[src/core/e1_mon_pkg.sv]
// Constants, register map and carrier types for the E1 receive performance monitor
// Contract
// - Single all-clear flag while nothing is detected
// - Count seconds with loss of signal
// - Count seconds with loss of framing
// - Count code violations; supply code error rate
// - Count seconds of alarm and remote defect forms
// - Count alignment word errors after first frame sync
// - Count local CRC errors and remote E-bit errors
// - Count pattern bit errors and errored blocks
// - Count pattern slips and post-sync sync losses
// - Flag frequency deviation beyond 50 ppm
// - Sticky history per live flag, cleared on restart except flags still live
// - Accumulate signal results incl. loss-of-signal alarms
// - Report current and maximum deviation, 200 ppm range
// - Signed bit slip count wrapping at 255
// - Bit slip count zeroed when either signal lost
// - Positive slip when analysed signal runs faster
// - Count frame slips as unsigned magnitude
package e1_mon_pkg;

  // ****************************************************************
  // Timing and measurement
  // ****************************************************************
  localparam int unsigned CLK_HZ = 50_000_000;
  localparam int unsigned TICK_SECONDS = 1;
  localparam int unsigned SEC_CYCLES_DEF = CLK_HZ * TICK_SECONDS;
  localparam int unsigned NOM_KBPS = 2048;
  localparam int unsigned NOM_BITS_DEF = NOM_KBPS * 1000 * TICK_SECONDS;
  localparam logic [9:0] TOL_PPM = 10'h032;
  localparam logic signed [9:0] RANGE_PPM = 10'sh0c8;
  // 1 ppm of 2048 kbit/s is 2.048 bit/s, so ppm = diff * 125 / 256
  localparam logic signed [39:0] PPM_MUL = 40'sh00_0000_007d;
  localparam int unsigned PPM_SHIFT = 8;
  localparam logic signed [8:0] SLIP_MAX = 9'sh0ff;
  localparam logic signed [8:0] SLIP_MIN = -9'sh0ff;

  // ****************************************************************
  // Carriers
  // ****************************************************************
  typedef struct packed {
    logic los;
    logic lof;
    logic sequence_sync_lost;
    logic fas_sync;
    logic mfas_sync;
    logic crc_sync;
    logic ais;
    logic rdi;
    logic mf_ais;
    logic mf_rdi;
  } live_t;

  typedef struct packed {
    logic code_err;
    logic fas_err;
    logic mfas_err;
    logic crc_err;
    logic ebit_err;
    logic pat_err;
    logic block_end;
    logic pat_slip;
  } ev_t;

  localparam int unsigned LIVE_W = $bits(live_t);
  localparam int unsigned EV_W = $bits(ev_t);
  // Live flags that count against the all-clear indication
  localparam logic [9:0] HIST_BAD = 10'h38f;

  // ****************************************************************
  // Counters
  // ****************************************************************
  localparam int unsigned C_LOS_SEC = 0;
  localparam int unsigned C_LOF_SEC = 1;
  localparam int unsigned C_CODE = 2;
  localparam int unsigned C_AIS_SEC = 3;
  localparam int unsigned C_RDI_SEC = 4;
  localparam int unsigned C_MFAIS_SEC = 5;
  localparam int unsigned C_MFRDI_SEC = 6;
  localparam int unsigned C_FAS_WORD = 7;
  localparam int unsigned C_MFAS_WORD = 8;
  localparam int unsigned C_CRC = 9;
  localparam int unsigned C_EBIT = 10;
  localparam int unsigned C_PAT_BIT = 11;
  localparam int unsigned C_BLOCK = 12;
  localparam int unsigned C_PAT_SLIP = 13;
  localparam int unsigned C_SYNC_LOSS = 14;
  localparam int unsigned C_LOS_ALARM = 15;
  localparam int unsigned C_RX_BITS = 16;
  localparam int unsigned C_FRAME_SLIP = 17;
  localparam int unsigned NUM_CNT = 18;
  localparam logic [NUM_CNT-1:0] ERR_CNT_MASK = 18'h2ffff;

  // ****************************************************************
  // Register map (byte addresses)
  // ****************************************************************
  localparam int unsigned AW = 12;
  localparam logic [AW-1:0] A_CTRL = 12'h000;
  localparam logic [AW-1:0] A_LIVE = 12'h004;
  localparam logic [AW-1:0] A_HIST = 12'h008;
  localparam logic [AW-1:0] A_IRQ_ST = 12'h00c;
  localparam logic [AW-1:0] A_IRQ_MASK = 12'h010;
  localparam logic [AW-1:0] A_DEV = 12'h014;
  localparam logic [AW-1:0] A_MAX_DEV = 12'h018;
  localparam logic [AW-1:0] A_BIT_SLIP = 12'h01c;
  localparam logic [AW-1:0] A_CNT_BASE = 12'h040;
  localparam int unsigned CTRL_RESTART = 0;
  localparam int unsigned LIVE_ALL_CLEAR = 10;
  localparam int unsigned LIVE_OOT = 11;

  // Interrupt status bits
  localparam int unsigned I_LOS = 0;
  localparam int unsigned I_LOF = 1;
  localparam int unsigned I_SYNC_LOSS = 2;
  localparam int unsigned I_ERR = 3;
  localparam int unsigned I_OOT = 4;
  localparam int unsigned I_SLIP = 5;
  localparam int unsigned IRQ_W = 6;

endpackage : e1_mon_pkg

[src/core/e1_perf_monitor.sv]
// E1 receive performance monitor: counters, history, slips, frequency and APB registers
//
// Added by the designer: the address map and register access over APB.
`timescale 1ns/1ps
module e1_perf_monitor import e1_mon_pkg::*; #(
  parameter logic [31:0] SEC_CYCLES = SEC_CYCLES_DEF,
  parameter logic [31:0] NOM_BITS = NOM_BITS_DEF
) (
  input wire logic clock,
  input wire logic sys_rst,
  input wire logic psel,
  input wire logic penable,
  input wire logic pwrite,
  input wire logic [AW-1:0] paddr,
  input wire logic [31:0] pwdata,
  output logic [31:0] prdata,
  output logic pready,
  output logic pslverr,
  input wire logic rx_clk_pin,
  input wire logic ref_clk_pin,
  input wire logic ref_los,
  input wire live_t live_in,
  input wire ev_t ev_in,
  output logic irq,
  output logic all_clear
);

  // ****************************************************************
  // Input synchronisers
  // ****************************************************************
  localparam int unsigned SYNC_W = 3 + LIVE_W + EV_W;
  logic [SYNC_W-1:0] sync1_r;
  logic [SYNC_W-1:0] sync2_r;
  logic rx_d_r;
  logic ref_d_r;
  logic rx_rise;
  logic ref_rise;
  logic ref_lost;
  live_t live;
  live_t live_prev_r;
  ev_t ev_raw;
  ev_t ev;

  always_ff @(posedge clock) begin
    sync1_r <= {rx_clk_pin, ref_clk_pin, ref_los, live_in, ev_in};
    sync2_r <= sync1_r;
  end

  always_ff @(posedge clock) begin
    if (sys_rst) begin
      rx_d_r <= 1'b0;
      ref_d_r <= 1'b0;
      live_prev_r <= '0;
    end else begin
      rx_d_r <= sync2_r[SYNC_W-1];
      ref_d_r <= sync2_r[SYNC_W-2];
      live_prev_r <= live;
    end
  end

  always_comb begin
    ref_lost = sync2_r[SYNC_W-3];
    live = sync2_r[LIVE_W+EV_W-1:EV_W];
    ev_raw = sync2_r[EV_W-1:0];
    rx_rise = sync2_r[SYNC_W-1] & ~rx_d_r;
    ref_rise = sync2_r[SYNC_W-2] & ~ref_d_r;
    // Event strobes are only meaningful at a receive bit edge
    ev = rx_rise ? ev_raw : '0;
  end

  // ****************************************************************
  // APB slave
  // ****************************************************************
  logic wr_en;
  logic restart;
  logic [IRQ_W-1:0] irq_mask_r;
  logic [IRQ_W-1:0] irq_st_r;
  logic [IRQ_W-1:0] irq_ev;
  logic [31:0] rd_data;
  logic rd_hit;
  logic [31:0] cnt_r [NUM_CNT];
  live_t hist_r;
  logic signed [9:0] dev_r;
  logic [9:0] max_dev_r;
  logic signed [8:0] slip_r;
  logic oot_r;
  logic [AW-1:0] cnt_off;

  // Zero wait states: pready rises in the first access cycle
  assign wr_en = psel & penable & pready & pwrite;
  assign restart = wr_en & (paddr == A_CTRL) & pwdata[CTRL_RESTART];

  always_comb begin
    rd_data = '0;
    rd_hit = 1'b1;
    cnt_off = paddr - A_CNT_BASE;
    case (paddr)
      A_CTRL: rd_data = '0;
      A_LIVE: rd_data = {20'h0_0000, oot_r, all_clear, live};
      A_HIST: rd_data = {22'h00_0000, hist_r};
      A_IRQ_ST: rd_data = {26'h000_0000, irq_st_r};
      A_IRQ_MASK: rd_data = {26'h000_0000, irq_mask_r};
      A_DEV: rd_data = {{22{dev_r[9]}}, dev_r};
      A_MAX_DEV: rd_data = {22'h00_0000, max_dev_r};
      A_BIT_SLIP: rd_data = {{23{slip_r[8]}}, slip_r};
      default: begin
        if (paddr >= A_CNT_BASE && cnt_off[AW-1:2] < AW'(NUM_CNT) && paddr[1:0] == 2'h0) begin
          rd_data = cnt_r[cnt_off[6:2]];
        end else begin
          rd_hit = 1'b0;
        end
      end
    endcase
  end

  always_ff @(posedge clock) begin
    if (sys_rst) begin
      pready <= 1'b0;
      pslverr <= 1'b0;
      prdata <= '0;
    end else begin
      pready <= psel & ~penable;
      pslverr <= psel & ~penable & ~rd_hit;
      if (psel & ~penable & ~pwrite) begin
        prdata <= rd_data;
      end
    end
  end

  always_ff @(posedge clock) begin
    if (sys_rst) begin
      irq_mask_r <= '0;
    end else if (wr_en & (paddr == A_IRQ_MASK)) begin
      irq_mask_r <= pwdata[IRQ_W-1:0];
    end
  end

  // ****************************************************************
  // One-second tick
  // ****************************************************************
  logic [31:0] tick_cnt_r;
  logic tick;

  always_ff @(posedge clock) begin
    if (sys_rst || tick_cnt_r == SEC_CYCLES - 32'h1) begin
      tick_cnt_r <= '0;
    end else begin
      tick_cnt_r <= tick_cnt_r + 32'h1;
    end
  end
  assign tick = (tick_cnt_r == SEC_CYCLES - 32'h1);

  // ****************************************************************
  // Test state: history, first sync, per-second presence
  // ****************************************************************
  logic frame_once_r;
  logic pat_once_r;
  logic blk_seen_r;
  logic [5:0] sec_seen_r;
  logic [5:0] sec_now;
  logic sync_loss_ev;

  assign sec_now = {live.mf_rdi, live.mf_ais, live.rdi, live.ais, live.lof, live.los};
  assign sync_loss_ev = live.sequence_sync_lost & ~live_prev_r.sequence_sync_lost & pat_once_r;

  // A flag still live at restart stays set, so the clear never hides it
  always_ff @(posedge clock) begin
    if (sys_rst) begin
      hist_r <= '0;
    end else if (restart) begin
      hist_r <= live;
    end else begin
      hist_r <= hist_r | live;
    end
  end

  always_ff @(posedge clock) begin
    if (sys_rst || restart) begin
      frame_once_r <= 1'b0;
      pat_once_r <= 1'b0;
    end else begin
      frame_once_r <= frame_once_r | live.fas_sync;
      pat_once_r <= pat_once_r | ~live.sequence_sync_lost;
    end
  end

  always_ff @(posedge clock) begin
    if (sys_rst || restart || tick) begin
      sec_seen_r <= '0;
    end else begin
      sec_seen_r <= sec_seen_r | sec_now;
    end
  end

  // A block is errored if any pattern bit in it was errored
  always_ff @(posedge clock) begin
    if (sys_rst || restart || ev.block_end) begin
      blk_seen_r <= 1'b0;
    end else if (ev.pat_err) begin
      blk_seen_r <= 1'b1;
    end
  end

  // ****************************************************************
  // Bit and frame slips against the reference
  // ****************************************************************
  logic both_present;
  logic slip_up;
  logic slip_dn;
  logic frame_slip_ev;

  assign both_present = ~live.los & ~ref_lost;
  // Coincident edges cancel, so only a net phase step moves the count
  assign slip_up = rx_rise & ~ref_rise;
  assign slip_dn = ref_rise & ~rx_rise;
  // A full wrap of 256 bits is one frame's worth of slip
  assign frame_slip_ev = both_present & ((slip_up & slip_r == SLIP_MAX) | (slip_dn & slip_r == SLIP_MIN));

  always_ff @(posedge clock) begin
    if (sys_rst || !both_present) begin
      slip_r <= '0;
    end else if (slip_up) begin
      slip_r <= (slip_r == SLIP_MAX) ? '0 : slip_r + 9'sh001;
    end else if (slip_dn) begin
      slip_r <= (slip_r == SLIP_MIN) ? '0 : slip_r - 9'sh001;
    end
  end

  // ****************************************************************
  // Receive frequency deviation
  // ****************************************************************
  logic [31:0] edge_cnt_r;
  logic signed [39:0] diff_w;
  logic signed [39:0] scaled_w;
  logic signed [9:0] dev_nxt;
  logic [9:0] abs_nxt;

  always_ff @(posedge clock) begin
    if (sys_rst || tick) begin
      edge_cnt_r <= rx_rise ? 32'h1 : '0;
    end else if (rx_rise) begin
      edge_cnt_r <= edge_cnt_r + 32'h1;
    end
  end

  always_comb begin
    diff_w = $signed({8'h00, edge_cnt_r}) - $signed({8'h00, NOM_BITS});
    scaled_w = (diff_w * PPM_MUL) >>> PPM_SHIFT;
    if (scaled_w > 40'(RANGE_PPM)) begin
      dev_nxt = RANGE_PPM;
    end else if (scaled_w < -40'(RANGE_PPM)) begin
      dev_nxt = -RANGE_PPM;
    end else begin
      dev_nxt = scaled_w[9:0];
    end
    abs_nxt = dev_nxt[9] ? 10'(-dev_nxt) : 10'(dev_nxt);
  end

  always_ff @(posedge clock) begin
    if (sys_rst) begin
      dev_r <= '0;
      oot_r <= 1'b0;
    end else if (tick) begin
      dev_r <= dev_nxt;
      oot_r <= abs_nxt > TOL_PPM;
    end
  end

  always_ff @(posedge clock) begin
    if (sys_rst || restart) begin
      max_dev_r <= '0;
    end else if (tick && abs_nxt > max_dev_r) begin
      max_dev_r <= abs_nxt;
    end
  end

  // ****************************************************************
  // Accumulating counters
  // ****************************************************************
  logic [NUM_CNT-1:0] cnt_inc;
  logic [5:0] sec_hit;

  assign sec_hit = (sec_seen_r | sec_now) & {6{tick}};

  always_comb begin
    cnt_inc = '0;
    cnt_inc[C_LOS_SEC] = sec_hit[0];
    cnt_inc[C_LOF_SEC] = sec_hit[1];
    cnt_inc[C_AIS_SEC] = sec_hit[2];
    cnt_inc[C_RDI_SEC] = sec_hit[3];
    cnt_inc[C_MFAIS_SEC] = sec_hit[4];
    cnt_inc[C_MFRDI_SEC] = sec_hit[5];
    cnt_inc[C_CODE] = ev.code_err;
    cnt_inc[C_FAS_WORD] = ev.fas_err & frame_once_r;
    cnt_inc[C_MFAS_WORD] = ev.mfas_err & frame_once_r;
    cnt_inc[C_CRC] = ev.crc_err;
    cnt_inc[C_EBIT] = ev.ebit_err;
    cnt_inc[C_PAT_BIT] = ev.pat_err;
    cnt_inc[C_BLOCK] = ev.block_end & (blk_seen_r | ev.pat_err);
    cnt_inc[C_PAT_SLIP] = ev.pat_slip;
    cnt_inc[C_SYNC_LOSS] = sync_loss_ev;
    cnt_inc[C_LOS_ALARM] = live.los & ~live_prev_r.los;
    // Bit total is the denominator of the code error rate
    cnt_inc[C_RX_BITS] = rx_rise & ~live.los;
    cnt_inc[C_FRAME_SLIP] = frame_slip_ev;
  end

  for (genvar i = 0; i < NUM_CNT; i++) begin : g_cnt
    always_ff @(posedge clock) begin
      if (sys_rst || restart) begin
        cnt_r[i] <= '0;
      end else if (cnt_inc[i]) begin
        cnt_r[i] <= cnt_r[i] + 32'h1;
      end
    end
  end

  // ****************************************************************
  // All-clear indication
  // ****************************************************************
  logic err_nz;

  always_comb begin
    err_nz = 1'b0;
    for (int j = 0; j < NUM_CNT; j++) begin
      err_nz = err_nz | (ERR_CNT_MASK[j] & (cnt_r[j] != '0));
    end
  end

  always_ff @(posedge clock) begin
    if (sys_rst) begin
      all_clear <= 1'b0;
    end else begin
      all_clear <= ~err_nz & ~|(hist_r & HIST_BAD) & (max_dev_r <= TOL_PPM);
    end
  end

  // ****************************************************************
  // Interrupts
  // ****************************************************************
  logic oot_prev_r;

  always_ff @(posedge clock) begin
    if (sys_rst) begin
      oot_prev_r <= 1'b0;
    end else begin
      oot_prev_r <= oot_r;
    end
  end

  always_comb begin
    irq_ev = '0;
    irq_ev[I_LOS] = live.los & ~live_prev_r.los;
    irq_ev[I_LOF] = live.lof & ~live_prev_r.lof;
    irq_ev[I_SYNC_LOSS] = sync_loss_ev;
    irq_ev[I_ERR] = |{ev.code_err, ev.crc_err, ev.ebit_err, ev.pat_err, ev.pat_slip};
    irq_ev[I_OOT] = oot_r & ~oot_prev_r;
    irq_ev[I_SLIP] = frame_slip_ev;
  end

  // A new event wins over a write-one-to-clear in the same cycle
  always_ff @(posedge clock) begin
    if (sys_rst) begin
      irq_st_r <= '0;
    end else if (wr_en & (paddr == A_IRQ_ST)) begin
      irq_st_r <= (irq_st_r & ~pwdata[IRQ_W-1:0]) | irq_ev;
    end else begin
      irq_st_r <= irq_st_r | irq_ev;
    end
  end

  always_ff @(posedge clock) begin
    if (sys_rst) begin
      irq <= 1'b0;
    end else begin
      irq <= |(irq_st_r & irq_mask_r);
    end
  end

endmodule : e1_perf_monitor

[config.mk]
export PLATFORM = sky130hd
export DESIGN_NAME = e1_perf_monitor
export DESIGN_NICKNAME = d
export VERILOG_FILES = /design/src/core/e1_mon_pkg.sv /design/src/core/e1_perf_monitor.sv
export SDC_FILE = /design/constraint.sdc
export NUM_CORES = 2
export LEC_CHECK = 0
export ABC_AREA = 0
export ABC_CLOCK_PERIOD_IN_PS = 10900
export BUFFER_PORTS_ARGS = -buffer_cell sky130_fd_sc_hd__buf_4
export CORE_ASPECT_RATIO = 0.75
export CORE_MARGIN = 4
export CORE_UTILIZATION = 54
export CTS_BUF_LIST = sky130_fd_sc_hd__clkbuf_4 sky130_fd_sc_hd__clkbuf_8 sky130_fd_sc_hd__clkbuf_16
export DETAILED_ROUTE_END_ITERATION = 10
export MAX_ROUTING_LAYER = met4
export PLACE_DENSITY = 0.67
export SYNTH_ARGS = -nofsm -noshare
export SYNTH_HDL_FRONTEND = slang
export SYNTH_SLANG_ARGS = --single-unit
export TNS_END_PERCENT = 10
[constraint.sdc]
create_clock -name clock -period 10.9 [get_ports clock]
set_input_delay 0.545 -clock clock [delete_from_list [all_inputs] [get_ports clock]]
set_output_delay 0.545 -clock clock [all_outputs]
set_load 0.05 [all_outputs]
==> results by group <==
Routing
  – Vias: 41162
  – Post-DRT Antenna Nets: 0
  – Initial DRC Count: 5849
  – Via density: 6.351
  – DR pass1 iterations: 7
  – Final wirelength: 162800 µm
  – WL per Instance: 25.12 µm
  – DR DRC count: 0

Final layout
  – Area grow syn2layout: 9.842%
  – Share of cells above drive strength 1: 9.750%
  – Cell Count, Final, Fillers Out: 6481
  – Commonest non-fill, non-tap cell in the layout: nor2_1
  – Commonest non-fill, non-tap cells in the layout: 858 x nor2_1, 608 x edfxtp_1, 422 x xor2_1
  – Fin nets: 5503
  – Register area: 21800 µm²
  – Layout fillers: 7866
  – Multi-input gate area: 28030 µm²
  – Post-route cell area: 56610 µm²

Logic synthesis
  – Main flop type after synthesis: edfxtp_1
  – Post-synth EDFFs: 608
  – Avg Cell Area, Syn: 10.03 µm²
  – Post-synthesis sequential area ratio: 42.30%
  – Post-Syn Area: 51540 µm²
  – Synth top area share: 35.42%
  – Cells after Synth: 5137
  – Number of library cell types mapped by synthesis: 99
  – Syn. warnings: 0
  – Yosys reg bits: 785
  – Top cells by area, synth: edfxtp_1 35%, xor2_1 7.2%, mux4_2 7.1%
  – Cell taking the most area after synthesis: edfxtp_1
  – FFs w/ async S/R, synth: 0%

Power and ir drop
  – Switching Fraction: 44.17%
  – Seq pwr share: 26.2%
  – Power share of the clock group: 21.7%
  – Internal power: 7842 µW
  – Combinational power share: 52.1%
  – Pleak: 0.02058 µW
  – Pwr Density: 248.1 nW/µm²
  – P_sw: 6203 µW
  – Peak supply drop: 0.3437 mV

Die
  – Row count: 97
  – I/O pin count: 106
  – DIE HEIGHT: 275.6 µm
  – Initial Util: 54.79%
  – Die ar.: 100500 µm²
  – Die X: 364.7 µm
  – Core Area: 94060 µm²

STA
  – Worst slew pin tran: 1.305 ns
  – Max frequency: 97.29 MHz
  – Setup violators final: 0
  – Tcrit/Tclk final: 94.30%
  – Accumulated negative setup slack: 0 ns
  – Clock skew: 0.03558 ns
  – Slew Viols, Final: 0
  – Tmin final: 10.28 ns
  – Final Hold Fails: 0
  – Slew headroom: 12.22%
  – RSZ-0062 raised after global routing: no

Worst hold path
  – Worst hold path type: input pin to flop
  – Hold Crit Endpoint: irq_mask_r[5]$_SDFFE_PP0P_
  – Hold depth: 3
  – Hold path start: pwdata[5]

Placement
  – PortBufs: 79
  – Placed inst area: 53490 µm²
  – Placed Cells incl. Taps: 6309
  – Post-DP HPWL: 124200 µm
  – GPL Wtd Cong: 1.046

Critical path
  – Slowest cell on the critical path: or3_1
  – Crit path largest cell delay: 0.57 ns
  – Crit end category: flop
  – Worst reg-to-reg path cell count: 36
  – Crit start category: flop
  – Worst path arrival time: 10.88 ns
  – Worst reg2reg path endpoint: max_dev_r[8]$_SDFFE_PN0P_
  – CP most frequent cell: inv_1
  – Setup Crit Path Kind: flop to flop
  – R2R setup slack: 0.62 ns
  – WP data required: 11.50 ns
  – Worst R2R Start: edge_cnt_r[14]$_SDFFCE_PP0P_
  – CP max FO: 12

CTS
  – Clock Latency Late Sink: 0.70 ns
  – Worst-case clock buffer depth: 3
  – Clk pin slew, worst setup/hold paths: 0.07 ns
  – CTS tree: built
  – TritonCTS Sinks: 785
  – Htree depth: 3
  – CTS buffer count: 80
  – Setup Buffers After CTS: 0
  – CTS Root Cell: clkbuf_16

Global routing
  – Global route total overflow: 0
  – First-pass GRT wire length: 242900 µm
  – Initial antenna violation count: 6
  – GRT Util Overall: 33.22%
  – Pin count of the biggest net entering global routing: 68
  – Vias in the first global route: 37755

Flow run
  – Max Cap Viol: 0

Run status
  – Outcome: completed
state kept, by name, indices dropped and copies added, names as in the netlist, 3 cells and up:
name,cells
live_prev_r,3
sec_seen_r,6
edge_cnt_r,32
prdata,32
tick_cnt_r,32
max_dev_r,10
irq_mask_r,6
slip_r,9
cnt_r,576
irq_st_r,6
hist_r,10
sync2_r,21
dev_r,10
sync1_r,21
cell usage after synthesis (5+ instances only):
| cell | n |
|---|---|
| clkbuf_1 | 163 |
| buf_2 | 14 |
| o31a_1 | 5 |
| xnor2_1 | 218 |
| nor2b_1 | 25 |
| nand2_1 | 407 |
| and3_1 | 154 |
| o21bai_1 | 7 |
| nand3_1 | 261 |
| a21oi_1 | 129 |
| a211oi_1 | 18 |
| a22oi_1 | 18 |
| edfxtp_1 | 608 |
| mux2i_1 | 50 |
| nor2_1 | 859 |
| nor3_1 | 97 |
| and2_1 | 25 |
| a221oi_1 | 13 |
| nand4_1 | 141 |
| o21a_1 | 12 |
| or2_2 | 10 |
| or3_1 | 45 |
| o31ai_1 | 13 |
| fa_1 | 107 |
| ha_1 | 151 |
| inv_1 | 294 |
| mux2_2 | 8 |
| a21o_1 | 27 |
| o21ai_1 | 13 |
| nand2b_1 | 15 |
| o211ai_1 | 22 |
| a31oi_1 | 8 |
| mux4_2 | 163 |
| or4_1 | 8 |
| xor2_1 | 422 |
| o21ai_0 | 113 |
| and4_1 | 48 |
| dfxtp_1 | 177 |
| nor4b_1 | 5 |
| buf_1 | 23 |
| nor4_1 | 141 |
how the worst max path moves through the flow:
| stage | cells past startpoint | end | startpoint | slack (ns) |
|---|---|---|---|---|
| final | 36 | max_dev_r[8]$_SDFFE_PN0P_ | edge_cnt_r[14]$_SDFFCE_PP0P_ | 0.62 |
| after global routing | 36 | max_dev_r[8]$_SDFFE_PN0P_ | edge_cnt_r[14]$_SDFFCE_PP0P_ | 0.02 |
| after CTS | 36 | max_dev_r[8]$_SDFFE_PN0P_ | edge_cnt_r[14]$_SDFFCE_PP0P_ | 0.48 |
| after detailed placement | 36 | max_dev_r[8]$_SDFFE_PN0P_ | edge_cnt_r[14]$_SDFFCE_PP0P_ | 0.49 |
| after global placement | 36 | max_dev_r[9]$_SDFFE_PN0P_ | edge_cnt_r[14]$_SDFFCE_PP0P_ | 0.80 |
| after floorplan | 38 | max_dev_r[8]$_SDFFE_PN0P_ | edge_cnt_r[16]$_SDFFCE_PP0P_ | 1.56 |
what timing repair did:
action | in CTS | in global routing
gates resized for setup | 0 | 7
setup endpoints to repair | 0 | 10
endpoints found under the hold margin | 21 | 0
hold buffers | 21 | 0
cell families (layout without fill, tap and decap cells):
| family | count (synthesis) | in the layout | synth area share, % |
|---|---|---|---|
| DFF | 785 | 785 | 42.30 |
| xor gates and xnor gates | 641 | 641 | 10.91 |
| other | 1 | 5 | 0.007276 |
| muxes | 221 | 221 | 8.269 |
| adders and majority gates | 260 | 260 | 7.861 |
| buffers and inverters | 497 | 600 | 3.675 |
| and+or+nand+nor | 2269 | 2269 | 21.10 |
| AOI/OAI and AO/OA | 463 | 463 | 5.877 |
power by group through the flow:
stage	Combinational [µW]	Clock, µW	Sequential (µW)
global route	8150	3210	3690
finish	7320	3050	3680
detailed placement	7130	0	3720
floorplan	5560	0	3610
CTS	7180	3090	3660
global placement	7070	0	3720
worst max-delay path, delay by kind of cell (launching register included):
family / cells / cell delay [ns]
AO/OA/AOI/OAI: 7 / 2.19
XOR/XNOR: 4 / 0.70
adder cells (fa/ha/maj): 7 / 2.93
buffers and inverters: 6 / 0.69
flip-flops: 1 / 0.53
AND/OR/NAND/NOR: 12 / 3.13
metal layers:
metal | vias to the layer above | part of all wire (%) | global-route usage [%]
met1 | 20122 | 42 | 48.26
met5 | - | 0 | -
met2 | 2245 | 40 | 43.59
met3 | 332 | 13 | 9.692
met4 | 0 | 4.6 | 12.56
li1 | 18463 | - | -
through the flow:
stage                     worst slack (ns)  utilization [%]  hold slack, ns  total power, µW
after floorplan                      1.559                -          0.3096             9173
after detailed placement            0.4944            56.86          0.3121            10860
after CTS                           0.4846            60.15         0.07167            13930
final                               0.6213            60.19          0.1015            14050
after global routing               0.02381            60.19         0.09773            15040
after global placement              0.8042            56.86          0.3106            10780
area by class of cell:
| cell class | instances | share of cell area (%) |
|---|---|---|
| repair buffers | 157 | 2.195 |
| inverters | 295 | 1.956 |
| well taps | 1237 | 2.734 |
| diodes | 3 | 0.01326 |
| clock buffers | 104 | 4.022 |
| multi-input cells | 3856 | 49.51 |
| clock inverters | 44 | 1.056 |
| flip-flops and latches | 785 | 38.51 |
No activity file was read; power rests on OpenSTA's default activity.
